==> src/hdl/lipd_cfg.svh <==
// Port numbers and widths used by the fixed legacy I/O decoder
`ifndef LIPD_CFG_SVH
`define LIPD_CFG_SVH
`define LIPD_ADDR_W       16
`define LIPD_DATA_W       8
`define LIPD_PIC1_BASE    16'h0020
`define LIPD_PIC1_TOP     16'h003d
`define LIPD_PIC2_BASE    16'h00a0
`define LIPD_PIC2_TOP     16'h00b1
`define LIPD_CFG_IDX_LO   16'h002e
`define LIPD_CFG_IDX_HI   16'h004e
`define LIPD_TMR_LO       16'h0040
`define LIPD_TMR_HI       16'h0050
`define LIPD_KBD_DATA     16'h0060
`define LIPD_NMI_PORT     16'h0061
`define LIPD_RTC_INDEX    16'h0070
`define LIPD_RTC_TOP      16'h0077
`define LIPD_POST_PORT    16'h0080
`define LIPD_RST_PORT     16'h0092
`endif

==> src/hdl/lipd_pkg.sv <==
// Types shared by the legacy I/O decoder files
package lipd_pkg;
  // Set of routing targets for a single cycle; one bit set, except two for 70h writes
  typedef struct packed {
    logic pic1;
    logic pic2;
    logic timer;
    logic nmi;
    logic rtc;
    logic rstGen;
    logic lpc;
    logic pcie;
    logic reserved;
    logic dflt;
  } lipd_route_s;

  // Decode result classes
  typedef enum logic [1:0] {
    LIPD_IDLE = 2'b00,
    LIPD_HIT  = 2'b01,
    LIPD_MISS = 2'b10
  } lipd_state_e;
endpackage
==> src/hdl/lipd_decode.sv <==
// Combinational address-to-target map for fixed legacy I/O ports
`timescale 1ns/1ps
`include "lipd_cfg.svh"
module lipd_decode
  import lipd_pkg::*;
(
  // Cycle
  input  wire logic [15:0] addr,
  input  wire logic        isWrite,
  // Controls
  input  wire logic        port61AliasEnable,
  input  wire logic        postToPcie,
  // Result
  output lipd_route_s      route
);
  logic [7:0] lo;
  logic       upperZero;
  assign lo        = addr[7:0];
  assign upperZero = (addr[15:8] == 8'h00);

  // Fixed table; the upper byte must be zero for any fixed hit
  always_comb begin
    route = '0;
    if (upperZero) begin
      // Both controllers repeat every 4 ports, pairs at bit1 == 0
      if (addr >= `LIPD_PIC1_BASE && addr <= `LIPD_PIC1_TOP && !lo[1]) begin
        route.pic1 = 1'b1;
      end else if (addr >= `LIPD_PIC2_BASE && addr <= `LIPD_PIC2_TOP && !lo[1]) begin
        route.pic2 = 1'b1;
      end else if (addr[15:1] == `LIPD_CFG_IDX_LO >> 1 ||
                   addr[15:1] == `LIPD_CFG_IDX_HI >> 1) begin
        route.lpc = 1'b1;
      end else if (lo == 8'h40 || lo == 8'h42 || lo == 8'h43 ||
                   lo == 8'h50 || lo == 8'h52 || lo == 8'h53) begin
        route.timer = 1'b1;
      end else if (lo == 8'h60 || lo == 8'h62 || lo == 8'h64 || lo == 8'h66) begin
        route.lpc = 1'b1;
      end else if (lo == 8'h61) begin
        route.nmi = 1'b1;
      end else if (lo == 8'h63 || lo == 8'h65 || lo == 8'h67) begin
        // Aliases of the NMI port only count when enabled
        if (port61AliasEnable) begin
          route.nmi = 1'b1;
        end else begin
          route.pcie = 1'b1;
        end
      end else if (lo == 8'h70) begin
        route.rtc = 1'b1;
        route.nmi = isWrite;
      end else if (lo >= 8'h71 && lo <= 8'h77) begin
        route.rtc = 1'b1;
      end else if (lo == 8'h80) begin
        route.lpc  = !postToPcie;
        route.pcie = postToPcie;
      end else if ((lo >= 8'h84 && lo <= 8'h86) || lo == 8'h88 ||
                   (lo >= 8'h8c && lo <= 8'h8e)) begin
        // Reads here have no owner; writes follow the port 80h choice
        route.reserved = !isWrite;
        route.lpc      = isWrite && !postToPcie;
        route.pcie     = isWrite && postToPcie;
      end else if (lo == 8'h92) begin
        route.rstGen = 1'b1;
      end else if (lo == 8'h90 || (lo >= 8'h94 && lo <= 8'h96) || lo == 8'h98 ||
                   (lo >= 8'h9c && lo <= 8'h9e)) begin
        route.lpc = 1'b1;
      end else begin
        route.dflt = 1'b1;
      end
    end else begin
      route.dflt = 1'b1;
    end
  end
endmodule // lipd_decode

==> src/hdl/lipd_io_decoder.sv <==
// Top of the fixed legacy I/O port decoder
`timescale 1ns/1ps
`include "lipd_cfg.svh"
// Functional notes
// - Primary interrupt controller owns 20h-3Dh pairs at 4-port stride.
// - Secondary interrupt controller owns A0h-B1h pairs at 4-port stride.
// - Config index/data pairs 2Eh-2Fh and 4Eh-4Fh go downstream to LPC.
// - Ports 40h, 42h-43h, 50h, 52h-53h go to the interval timer.
// - Ports 60h, 62h, 64h, 66h go downstream to LPC.
// - Port 61h goes to the NMI controller; 63h, 65h, 67h are its aliases.
// - Aliases 63h/65h/67h reach NMI only with alias enable, else PCIe.
// - Port 70h reads go to RTC; writes go to NMI and RTC.
// - Ports 71h-77h go to the real-time clock.
// - Port 80h goes to LPC or PCIe by destination select.
// - Ports 84h-86h, 88h, 8Ch-8Eh: reads reserved, writes to LPC or PCIe.
// - Ports 90h, 94h-96h, 98h, 9Ch-9Eh alias 80h and go to LPC.
// - Port 92h goes to the reset generator.
module lipd_io_decoder
  import lipd_pkg::*;
(
  // Clock and reset
  input  wire logic        clk,
  input  wire logic        rst_n,
  // Host I/O cycle, one-cycle request
  input  wire logic        ioValid,
  input  wire logic        ioWrite,
  input  wire logic [15:0] ioAddr,
  input  wire logic [7:0]  ioWdata,
  // Controls
  input  wire logic        port61AliasEnable,
  input  wire logic        postToPcie,
  // Routed cycle, one cycle after request
  output logic             outValid,
  output logic             outWrite,
  output logic [15:0]      outAddr,
  output logic [7:0]       outWdata,
  output lipd_route_s      outRoute
);
  // ****************************************
  // Decode
  // ****************************************
  lipd_route_s route;

  lipd_decode uDecode (
    .addr              (ioAddr),
    .isWrite           (ioWrite),
    .port61AliasEnable (port61AliasEnable),
    .postToPcie        (postToPcie),
    .route             (route)
  );

  // ****************************************
  // Output registers
  // ****************************************
  logic        valid_r, valid_nxt;
  logic        write_r, write_nxt;
  logic [15:0] addr_r, addr_nxt;
  logic [7:0]  wdata_r, wdata_nxt;
  lipd_route_s route_r, route_nxt;

  // Route is zero between cycles so no unit sees a stale select
  always_comb begin
    valid_nxt = ioValid;
    write_nxt = ioValid && ioWrite;
    addr_nxt  = ioValid ? ioAddr : addr_r;
    wdata_nxt = (ioValid && ioWrite) ? ioWdata : wdata_r;
    route_nxt = ioValid ? route : '0;
  end

  always_ff @(posedge clk or negedge rst_n) begin
    if (!rst_n) begin
      valid_r <= 1'b0;
      write_r <= 1'b0;
      addr_r  <= 16'h0000;
      wdata_r <= 8'h00;
      route_r <= '0;
    end else begin
      valid_r <= valid_nxt;
      write_r <= write_nxt;
      addr_r  <= addr_nxt;
      wdata_r <= wdata_nxt;
      route_r <= route_nxt;
    end
  end

  assign outValid = valid_r;
  assign outWrite = write_r;
  assign outAddr  = addr_r;
  assign outWdata = wdata_r;
  assign outRoute = route_r;

  // ****************************************
  // Checks
  // ****************************************
  property p_pic1;
    @(posedge clk) disable iff (!rst_n)
    ioValid && ioAddr == 16'h0024 |=> outRoute.pic1 && !outRoute.lpc;
  endproperty
  a_pic1: assert property (p_pic1) else $error("pic1 miss");
  property p_pic2;
    @(posedge clk) disable iff (!rst_n)
    ioValid && ioAddr == 16'h00ad |=> outRoute.pic2;
  endproperty
  a_pic2: assert property (p_pic2) else $error("pic2 miss");
  property p_cfg;
    @(posedge clk) disable iff (!rst_n)
    ioValid && ioAddr == 16'h004f |=> outRoute.lpc && !outRoute.pic1;
  endproperty
  a_cfg: assert property (p_cfg) else $error("cfg miss");
  property p_tmr;
    @(posedge clk) disable iff (!rst_n)
    ioValid && (ioAddr == 16'h0041 || ioAddr == 16'h0051) |=> !outRoute.timer;
  endproperty
  a_tmr: assert property (p_tmr) else $error("timer hole claimed");
  property p_alias;
    @(posedge clk) disable iff (!rst_n)
    ioValid && ioAddr == 16'h0065 |=> outRoute.nmi == $past(port61AliasEnable)
                                      && outRoute.pcie == !$past(port61AliasEnable);
  endproperty
  a_alias: assert property (p_alias) else $error("alias route wrong");
  property p_rtc70;
    @(posedge clk) disable iff (!rst_n)
    ioValid && ioAddr == 16'h0070 |=> outRoute.rtc && outRoute.nmi == outWrite;
  endproperty
  a_rtc70: assert property (p_rtc70) else $error("70h route wrong");
  property p_resv;
    @(posedge clk) disable iff (!rst_n)
    ioValid && !ioWrite && ioAddr == 16'h0085 |=> outRoute.reserved && !outRoute.lpc;
  endproperty
  a_resv: assert property (p_resv) else $error("reserved read forwarded");
  property p_dflt;
    @(posedge clk) disable iff (!rst_n)
    ioValid && ioAddr[15:8] != 8'h00 |=> outRoute == 10'h001;
  endproperty
  a_dflt: assert property (p_dflt) else $error("high port claimed");
  property p_idle;
    @(posedge clk) disable iff (!rst_n)
    !ioValid |=> outRoute == 10'h000 && !outValid;
  endproperty
  a_idle: assert property (p_idle) else $error("idle route");
  // Keyboard controller ports stay on the downstream bus
  property p_kbc;
    @(posedge clk) disable iff (!rst_n)
    ioValid && ioAddr == 16'h0064 |=> outRoute == 10'h008;
  endproperty
  a_kbc: assert property (p_kbc) else $error("64h route wrong");
  // The base NMI port never depends on the alias enable
  property p_nmi61;
    @(posedge clk) disable iff (!rst_n)
    ioValid && ioAddr == 16'h0061 |=> outRoute == 10'h040;
  endproperty
  a_nmi61: assert property (p_nmi61) else $error("61h route wrong");
  // Data ports of the clock unit go nowhere else
  property p_rtcRange;
    @(posedge clk) disable iff (!rst_n)
    ioValid && ioAddr >= 16'h0071 && ioAddr <= 16'h0077 |=> outRoute == 10'h020;
  endproperty
  a_rtcRange: assert property (p_rtcRange) else $error("clock range wrong");
  // A read of the index port must not disturb the NMI logic
  property p_rtc70Rd;
    @(posedge clk) disable iff (!rst_n)
    ioValid && !ioWrite && ioAddr == 16'h0070 |=> outRoute == 10'h020;
  endproperty
  a_rtc70Rd: assert property (p_rtc70Rd) else $error("70h read reached NMI");
  // POST port follows the destination select seen with the request
  property p_post80;
    @(posedge clk) disable iff (!rst_n)
    ioValid && ioAddr == 16'h0080 |=> outRoute.pcie == $past(postToPcie)
                                      && outRoute.lpc == !$past(postToPcie);
  endproperty
  a_post80: assert property (p_post80) else $error("80h destination wrong");
  // Writes to the reserved-read ports still reach exactly one bus
  property p_resvWr;
    @(posedge clk) disable iff (!rst_n)
    ioValid && ioWrite && ioAddr == 16'h0088 |=> !outRoute.reserved && outRoute.lpc != outRoute.pcie;
  endproperty
  a_resvWr: assert property (p_resvWr) else $error("reserved write lost");
  // POST aliases ignore the destination select
  property p_alias80;
    @(posedge clk) disable iff (!rst_n)
    ioValid && ioAddr == 16'h0098 |=> outRoute == 10'h008;
  endproperty
  a_alias80: assert property (p_alias80) else $error("80h alias wrong");
  // Reset generator port is claimed internally
  property p_rstGen;
    @(posedge clk) disable iff (!rst_n)
    ioValid && ioAddr == 16'h0092 |=> outRoute == 10'h010;
  endproperty
  a_rstGen: assert property (p_rstGen) else $error("92h route wrong");
  // Timer control port
  property p_tmrHit;
    @(posedge clk) disable iff (!rst_n)
    ioValid && ioAddr == 16'h0043 |=> outRoute == 10'h080;
  endproperty
  a_tmrHit: assert property (p_tmrHit) else $error("43h route wrong");
  // Odd pairs inside the primary window other than 2Eh-2Fh belong to nobody
  property p_pic1Hole;
    @(posedge clk) disable iff (!rst_n)
    ioValid && ioAddr == 16'h0026 |=> outRoute == 10'h001;
  endproperty
  a_pic1Hole: assert property (p_pic1Hole) else $error("26h claimed");
  // Same for the secondary window
  property p_pic2Hole;
    @(posedge clk) disable iff (!rst_n)
    ioValid && ioAddr == 16'h00a2 |=> outRoute == 10'h001;
  endproperty
  a_pic2Hole: assert property (p_pic2Hole) else $error("a2h claimed");
  // Every accepted cycle lands on some target, the default path included
  property p_claim;
    @(posedge clk) disable iff (!rst_n)
    ioValid |=> outValid && outRoute != 10'h000;
  endproperty
  a_claim: assert property (p_claim) else $error("cycle without target");

  // ****************************************
  // Coverage
  // ****************************************
  c_nmi: cover property (@(posedge clk) ioValid && ioAddr == 16'h0061);
  c_post: cover property (@(posedge clk) ioValid && ioAddr == 16'h0080 && postToPcie);
  c_rst: cover property (@(posedge clk) ioValid && ioAddr == 16'h0092 && ioWrite);
  c_alias: cover property (@(posedge clk) ioValid && ioAddr == 16'h0065 && port61AliasEnable);
  c_resv: cover property (@(posedge clk) ioValid && !ioWrite && ioAddr == 16'h0084);
endmodule // lipd_io_decoder

==> config.mk <==
export PLATFORM = sky130hd
export DESIGN_NAME = lipd_io_decoder
export DESIGN_NICKNAME = d
export VERILOG_FILES = /design/src/hdl/lipd_pkg.sv /design/src/hdl/lipd_decode.sv /design/src/hdl/lipd_io_decoder.sv
export VERILOG_INCLUDE_DIRS = /design/src /design/src/hdl
export SDC_FILE = /design/constraint.sdc
export NUM_CORES = 1
export LEC_CHECK = 0
export ABC_AREA = 1
export ABC_CLOCK_PERIOD_IN_PS = 800
export BUFFER_PORTS_ARGS = -buffer_cell sky130_fd_sc_hd__buf_4
export CELL_PAD_IN_SITES_DETAIL_PLACEMENT = 2
export CELL_PAD_IN_SITES_GLOBAL_PLACEMENT = 2
export CORE_MARGIN = 2
export CORE_UTILIZATION = 26
export CTS_CLUSTER_SIZE = 20
export DETAILED_ROUTE_END_ITERATION = 7
export GPL_TIMING_DRIVEN = 0
export PLACE_DENSITY = 0.84
export SETUP_SLACK_MARGIN = 0.4
export SLEW_MARGIN = 20
export SYNTH_ARGS = -nofsm -noshare
export SYNTH_HDL_FRONTEND = slang
export SYNTH_SLANG_ARGS = --single-unit
==> constraint.sdc <==
create_clock -name clk -period 0.8 [get_ports clk]
set_input_delay 0.04 -clock clk [delete_from_list [all_inputs] [get_ports clk]]
set_output_delay 0.04 -clock clk [all_outputs]
set_load 0.005 [all_outputs]
; Word level (Yosys, flattened, before mapping)
; Index checks and enable logic that the tools add are counted.
[op_classes]
magnitude_cmp = 14
n_eq_ne = 22
n_reduce_logical = 32
n_mux = 59
[op_table]
columns = operator, n
row1 = $eq 8x7->1 const B, 15
row2 = $mux 5, 10
row3 = $eq 8x8->1 const B, 5
row4 = $ge 8x8->1 const B, 4
row5 = $le 8x8->1 const B, 4
row6 = $mux 2, 15
row7 = $mux 1, 23
row8 = $mux 9, 2
row9 = $ge 16x6->1 const B, 1
row10 = $ge 16x8->1 const B, 1
row11 = $le 16x6->1 const B, 1
row12 = $le 16x8->1 const B, 1
row13 = $logic_or 1x1->1, 16
row14 = $eq 15x5->1 const B, 1
row15 = $eq 15x6->1 const B, 1
row16 = $logic_and 1x1->1, 12
row17 = $mux 3, 4
row18 = $mux 10, 1
row19 = $ge 8x7->1 const B, 1
row20 = $le 8x7->1 const B, 1
row21 = $logic_not 8->1, 1
row22 = $mux 8, 1
row23 = $mux 7, 1
row24 = $mux 6, 1
row25 = other kinds (2), 4
[totals]
ff_bits = 36
word_cells = 141
out_inout_bits = 36
inputBits = 30

; Logic depth before layout (Yosys ltp)
[logic_depth]
depth_word = 36
ltp_mapped = 9
depth_no_buf = 9

; By module
; From an unflattened synthesis, not the netlist that was laid out.
[hier_totals]
hier_cells = 260
hier_area_um2 = 2010.7
[by_module_without_submodules]
columns = mod, instances, cells_each, area_per_inst_um2, seq_area_each_um2
row1 = lipd_io_decoder, 1, 137, 1421.4, 900.9
row2 = lipd_decode, 1, 123, 589.3, 0.0

; Worst setup path after synthesis
; No wires, ideal clock.
[synth_timing]
path_kind = input-to-reg
startpoint = input ioAddr[14]
endpoint = register route_r (netlist bit outRoute[0])
path_buffers = 0
setup_ns = 0.135
cell_stages = 7
t_arrival_ns = 0.879
slack_ns = -0.215
path_cell_list = or2_4 -> nor2_4 -> nand2_1 -> nor2_2 -> nor2_1 -> nand4_1 -> a21oi_1
[synth_lines]
columns = item, line
row1 = from (decl), lipd_io_decoder.sv:27  ; input wire logic [15:0] ioAddr,
row2 = to (signal assigned), lipd_io_decoder.sv:82  ; route_r <= route_nxt;
row3 = to (decl), lipd_io_decoder.sv:59  ; lipd_route_s route_r, route_nxt;

==> impl_metrics.py <==
metrics = {
    "status": {
        "status": "complete, but fails checks",
        "violations_in_the_final_reports": "hold timing, setup timing",
    },
    "pwr": {
        "max-vdd-ir-drop_mv": 0.944,
        "power_per_cell_area_nw_per_um2": 1500,
        "static-leakage-power_nw": 1.59,
    },
    "global_route": {
        "overflow": 0,
        "via_count_of_the_first_global_routing_pass": 2078,
        "grt_first_pass_wirelength_mm": 11.4,
        "pin_count_of_the_biggest_net_entering_global_routing": 37,
        "initial_antenna_violation_count": 0,
        "globalRouteTotalUtil_pct": 20.3,
    },
    "logic_synthesis": {
        "yosys_warnings": 0,
        "yosysTopAreaCell": "sky130_fd_sc_hd__dfrtp_1",
        "area_share_of_the_largest_cell_type_after_synthesis_pct": 52.5,
        "post_synth_most_frequent_cells": "sky130_fd_sc_hd__nand2_1 (96), sky130_fd_sc_hd__dfrtp_1 (36), sky130_fd_sc_hd__nor2_1 (25)",
        "number_of_nets_in_the_synthesized_netlist": 252,
        "syn-cell-area_um2": 1720,
        "count_of_flip_flops_with_a_built_in_enable_after_synthesis": 0,
        "postSynth.topFlopCell": "sky130_fd_sc_hd__dfrtp_1",
        "synth-seq-area-share_pct": 52.5,
        "synth_most_common_cell": "sky130_fd_sc_hd__nand2_1",
        "netlist_instances": 222,
        "postSynth.asyncResetShare_pct": 100,
        "synth_area_per_cell_um2": 7.73,
        "synth_area_leaders": "sky130_fd_sc_hd__dfrtp_1 (53%), sky130_fd_sc_hd__nand2_1 (21%), sky130_fd_sc_hd__nor2_1 (5.5%)",
        "synth.ff_latch_count": 36,
        "synth.lib_cells_used.distinct": 25,
    },
    "cells_and_area": {
        "fillerInstances": 680,
        "regArea_um2": 901,
        "area_growth_syn_to_layout_pct": 80.8,
        "layout.cells.non_filler": 394,
        "multi_input_comb_area_um2": 1000,
        "final_core_utilization_pct": 48.8,
        "antenna-diode-count": 0,
        "finalNetCount": 347,
        "drive_above_1_share_pct": 52.1,
    },
    "floorplan": {
        "fp.dieArea_um2": 7260,
        "placeableCoreArea_um2": 6350,
        "die_h_um": 85.2,
        "boundaryPins": 66,
        "row_count": 29,
        "initial_util_pct": 27.0,
        "die_x_um": 85.2,
    },
    "placement": {
        "globalplace.congestion": 0.804,
        "detailed_place_hpwl_mm": 4.48,
        "io_buffers": 64,
        "post_place_cells": 363,
    },
    "timing": {
        "slew_viol_final": 0,
        "minimum_clock_period_ns": 0.992,
        "finClkSkew_ns": 0,
        "rsz0062_at_grt": "true",
        "setup_ws_ns": -0.192,
        "setup_viol": 45,
        "tightestPinTransition_ns": 0.489,
        "post-route-period-util_pct": 124,
        "timing.fmax_ghz": 1.01,
        "hold_viol": 51,
        "slew-limit-headroom_pct": 67.4,
        "fin_worst_hold_slack_ns": -0.293,
    },
    "critical_path": {
        "rr_startpoint": "outAddr[2]",
        "setup.worst_path.start_class": "input port",
        "worstSetupEndpointType": "flip-flop",
        "worst_ep_required_time_ns": 0.97,
        "worstSetupStartpoint": "ioAddr[8]",
        "timing.critical_path.fanout_max": 3,
        "worstSetupPathType": "in -> reg",
        "arrival_ns": 1.16,
    },
    "clock_network": {
        "clock-sinks": 36,
        "worst_setup_hold_path_clk_slew_ns": 0.08,
        "clk_latency_ns": 0.29,
        "htreeDepth": 2,
        "tritoncts": "built",
        "clk_path_buf_depth": 2,
        "cts-root-buf": "sky130_fd_sc_hd__clkbuf_8",
        "tritoncts.num_buffers": 5,
    },
    "route": {
        "total_met3_wirelength_after_detailed_routing_um": 236,
        "detail_route.first_pass.iterations": 4,
        "dr_wl_cell_um": 19.5,
        "drc_errors": 0,
        "dr_wl_met2_mm": 4.14,
        "wl_met1_mm": 3.06,
        "detailedRoute.firstIterationViolations": 25,
        "vias": 1922,
        "antenna_left": 0,
        "vias_per_cell": 4.88,
        "topRoutingLayerUsed": "met4",
        "drt-total-wl_mm": 7.68,
    },
    "hold_path": {
        "worstHoldPathType": "in -> async",
    },
    "job": {
        "cap_violations": 0,
    },
}
## cells by family after synthesis
kind of cell / share of synthesized area (%)
DFF: 52.5
AOI/OAI and AO/OA: 5.11
buffers and inverters: 4.81
and+or+nand+nor: 37.6
## power breakdown
part	total (W)	internal, W	switching (W)
clock	0.00145	0.000768	0.000678
sequential	0.00206	0.00195	0.000110
combinational	0.00116	0.000610	0.000547
total	0.00466	0.00333	0.00134
## cell usage in the layout (no fill, tap or decap), types with 4 or more instances in the layout
cell and count:
sky130_fd_sc_hd__buf_4 29, sky130_fd_sc_hd__buf_6 58, sky130_fd_sc_hd__clkbuf_8 7, sky130_fd_sc_hd__dfrtp_1 36
sky130_fd_sc_hd__inv_1 8, sky130_fd_sc_hd__inv_4 4, sky130_fd_sc_hd__nand2_1 67, sky130_fd_sc_hd__nand2_2 19
sky130_fd_sc_hd__nand2_4 11, sky130_fd_sc_hd__nand3_1 9, sky130_fd_sc_hd__nor2_1 19, sky130_fd_sc_hd__nor2_4 6
sky130_fd_sc_hd__o21ai_1 7
## routing by layer
metal	track usage [%]	vias up
met5	0	-
met4	6.78	0
met3	1.65	15
met2	36.5	53
met1	25.4	965
li1	-	889
## critical path, cell delays in order
cell and delay (ns):
sky130_fd_sc_hd__buf_4 0.13, sky130_fd_sc_hd__nor2_2 0.18, sky130_fd_sc_hd__nand2_1 0.10, sky130_fd_sc_hd__nor2_1 0.16, sky130_fd_sc_hd__nand3_1 0.16, sky130_fd_sc_hd__nand2_2 0.13, sky130_fd_sc_hd__nor2_1 0.05, sky130_fd_sc_hd__nand4_1 0.14
sky130_fd_sc_hd__a21oi_2 0.07
## flip-flops by register name, indices dropped and copies added, names as in the netlist
| name | count |
|---|---|
| outAddr | 16 |
| outRoute | 10 |
| outWdata | 8 |
| outValid | 1 |
| outWrite | 1 |
## final timing paths
check / cells past startpoint / slack, ns / end
setup / recovery: 9 / -0.19 / outRoute[0]
hold / removal: 1 / -0.29 / outAddr[10]
setup reg to reg: 3 / -0.02 / outAddr[2]
hold reg to reg: 2 / 0.50 / outWdata[0]
max in group asynchronous: 1 / 0.74 / outWdata[7]
min in group clk: 1 / -0.08 / outValid
## stage by stage
stage	power [W]	hold WS [ns]	instance area, µm²	setup TNS [ns]	worst slack (ns)
2_1_floorplan	0.00233	-0.256	1770	-1.05	-0.174
3_3_place_gp	0.00278	0.0220	2350	-4.66	-0.477
3_5_place_dp	0.00281	0.0332	2350	-5.47	-0.515
4_1_cts	0.00447	-0.277	2870	-2.11	-0.0916
5_1_grt	0.00489	-0.254	3100	-3.88	-0.284
6_report	0.00466	-0.293	3100	-2.49	-0.192
## layout make-up
type	instances	share of cell area (%)
plain buffers	4	1.13
clock buffers	7	3.11
inverters	17	2.78
multi-input cells	165	32.3
flip-flops and latches	36	29.0
well taps	77	3.11
repair buffers	88	28.6
## timing repair
item / CTS / global route
pin swaps: 18 / 14
buffers inserted: 14 / 10
gates resized for setup: 87 / 45
setup endpoints to repair: 70 / 70
hold endpoints to repair: 54 / 51
Note: power is estimated with default switching activity, not from simulation.
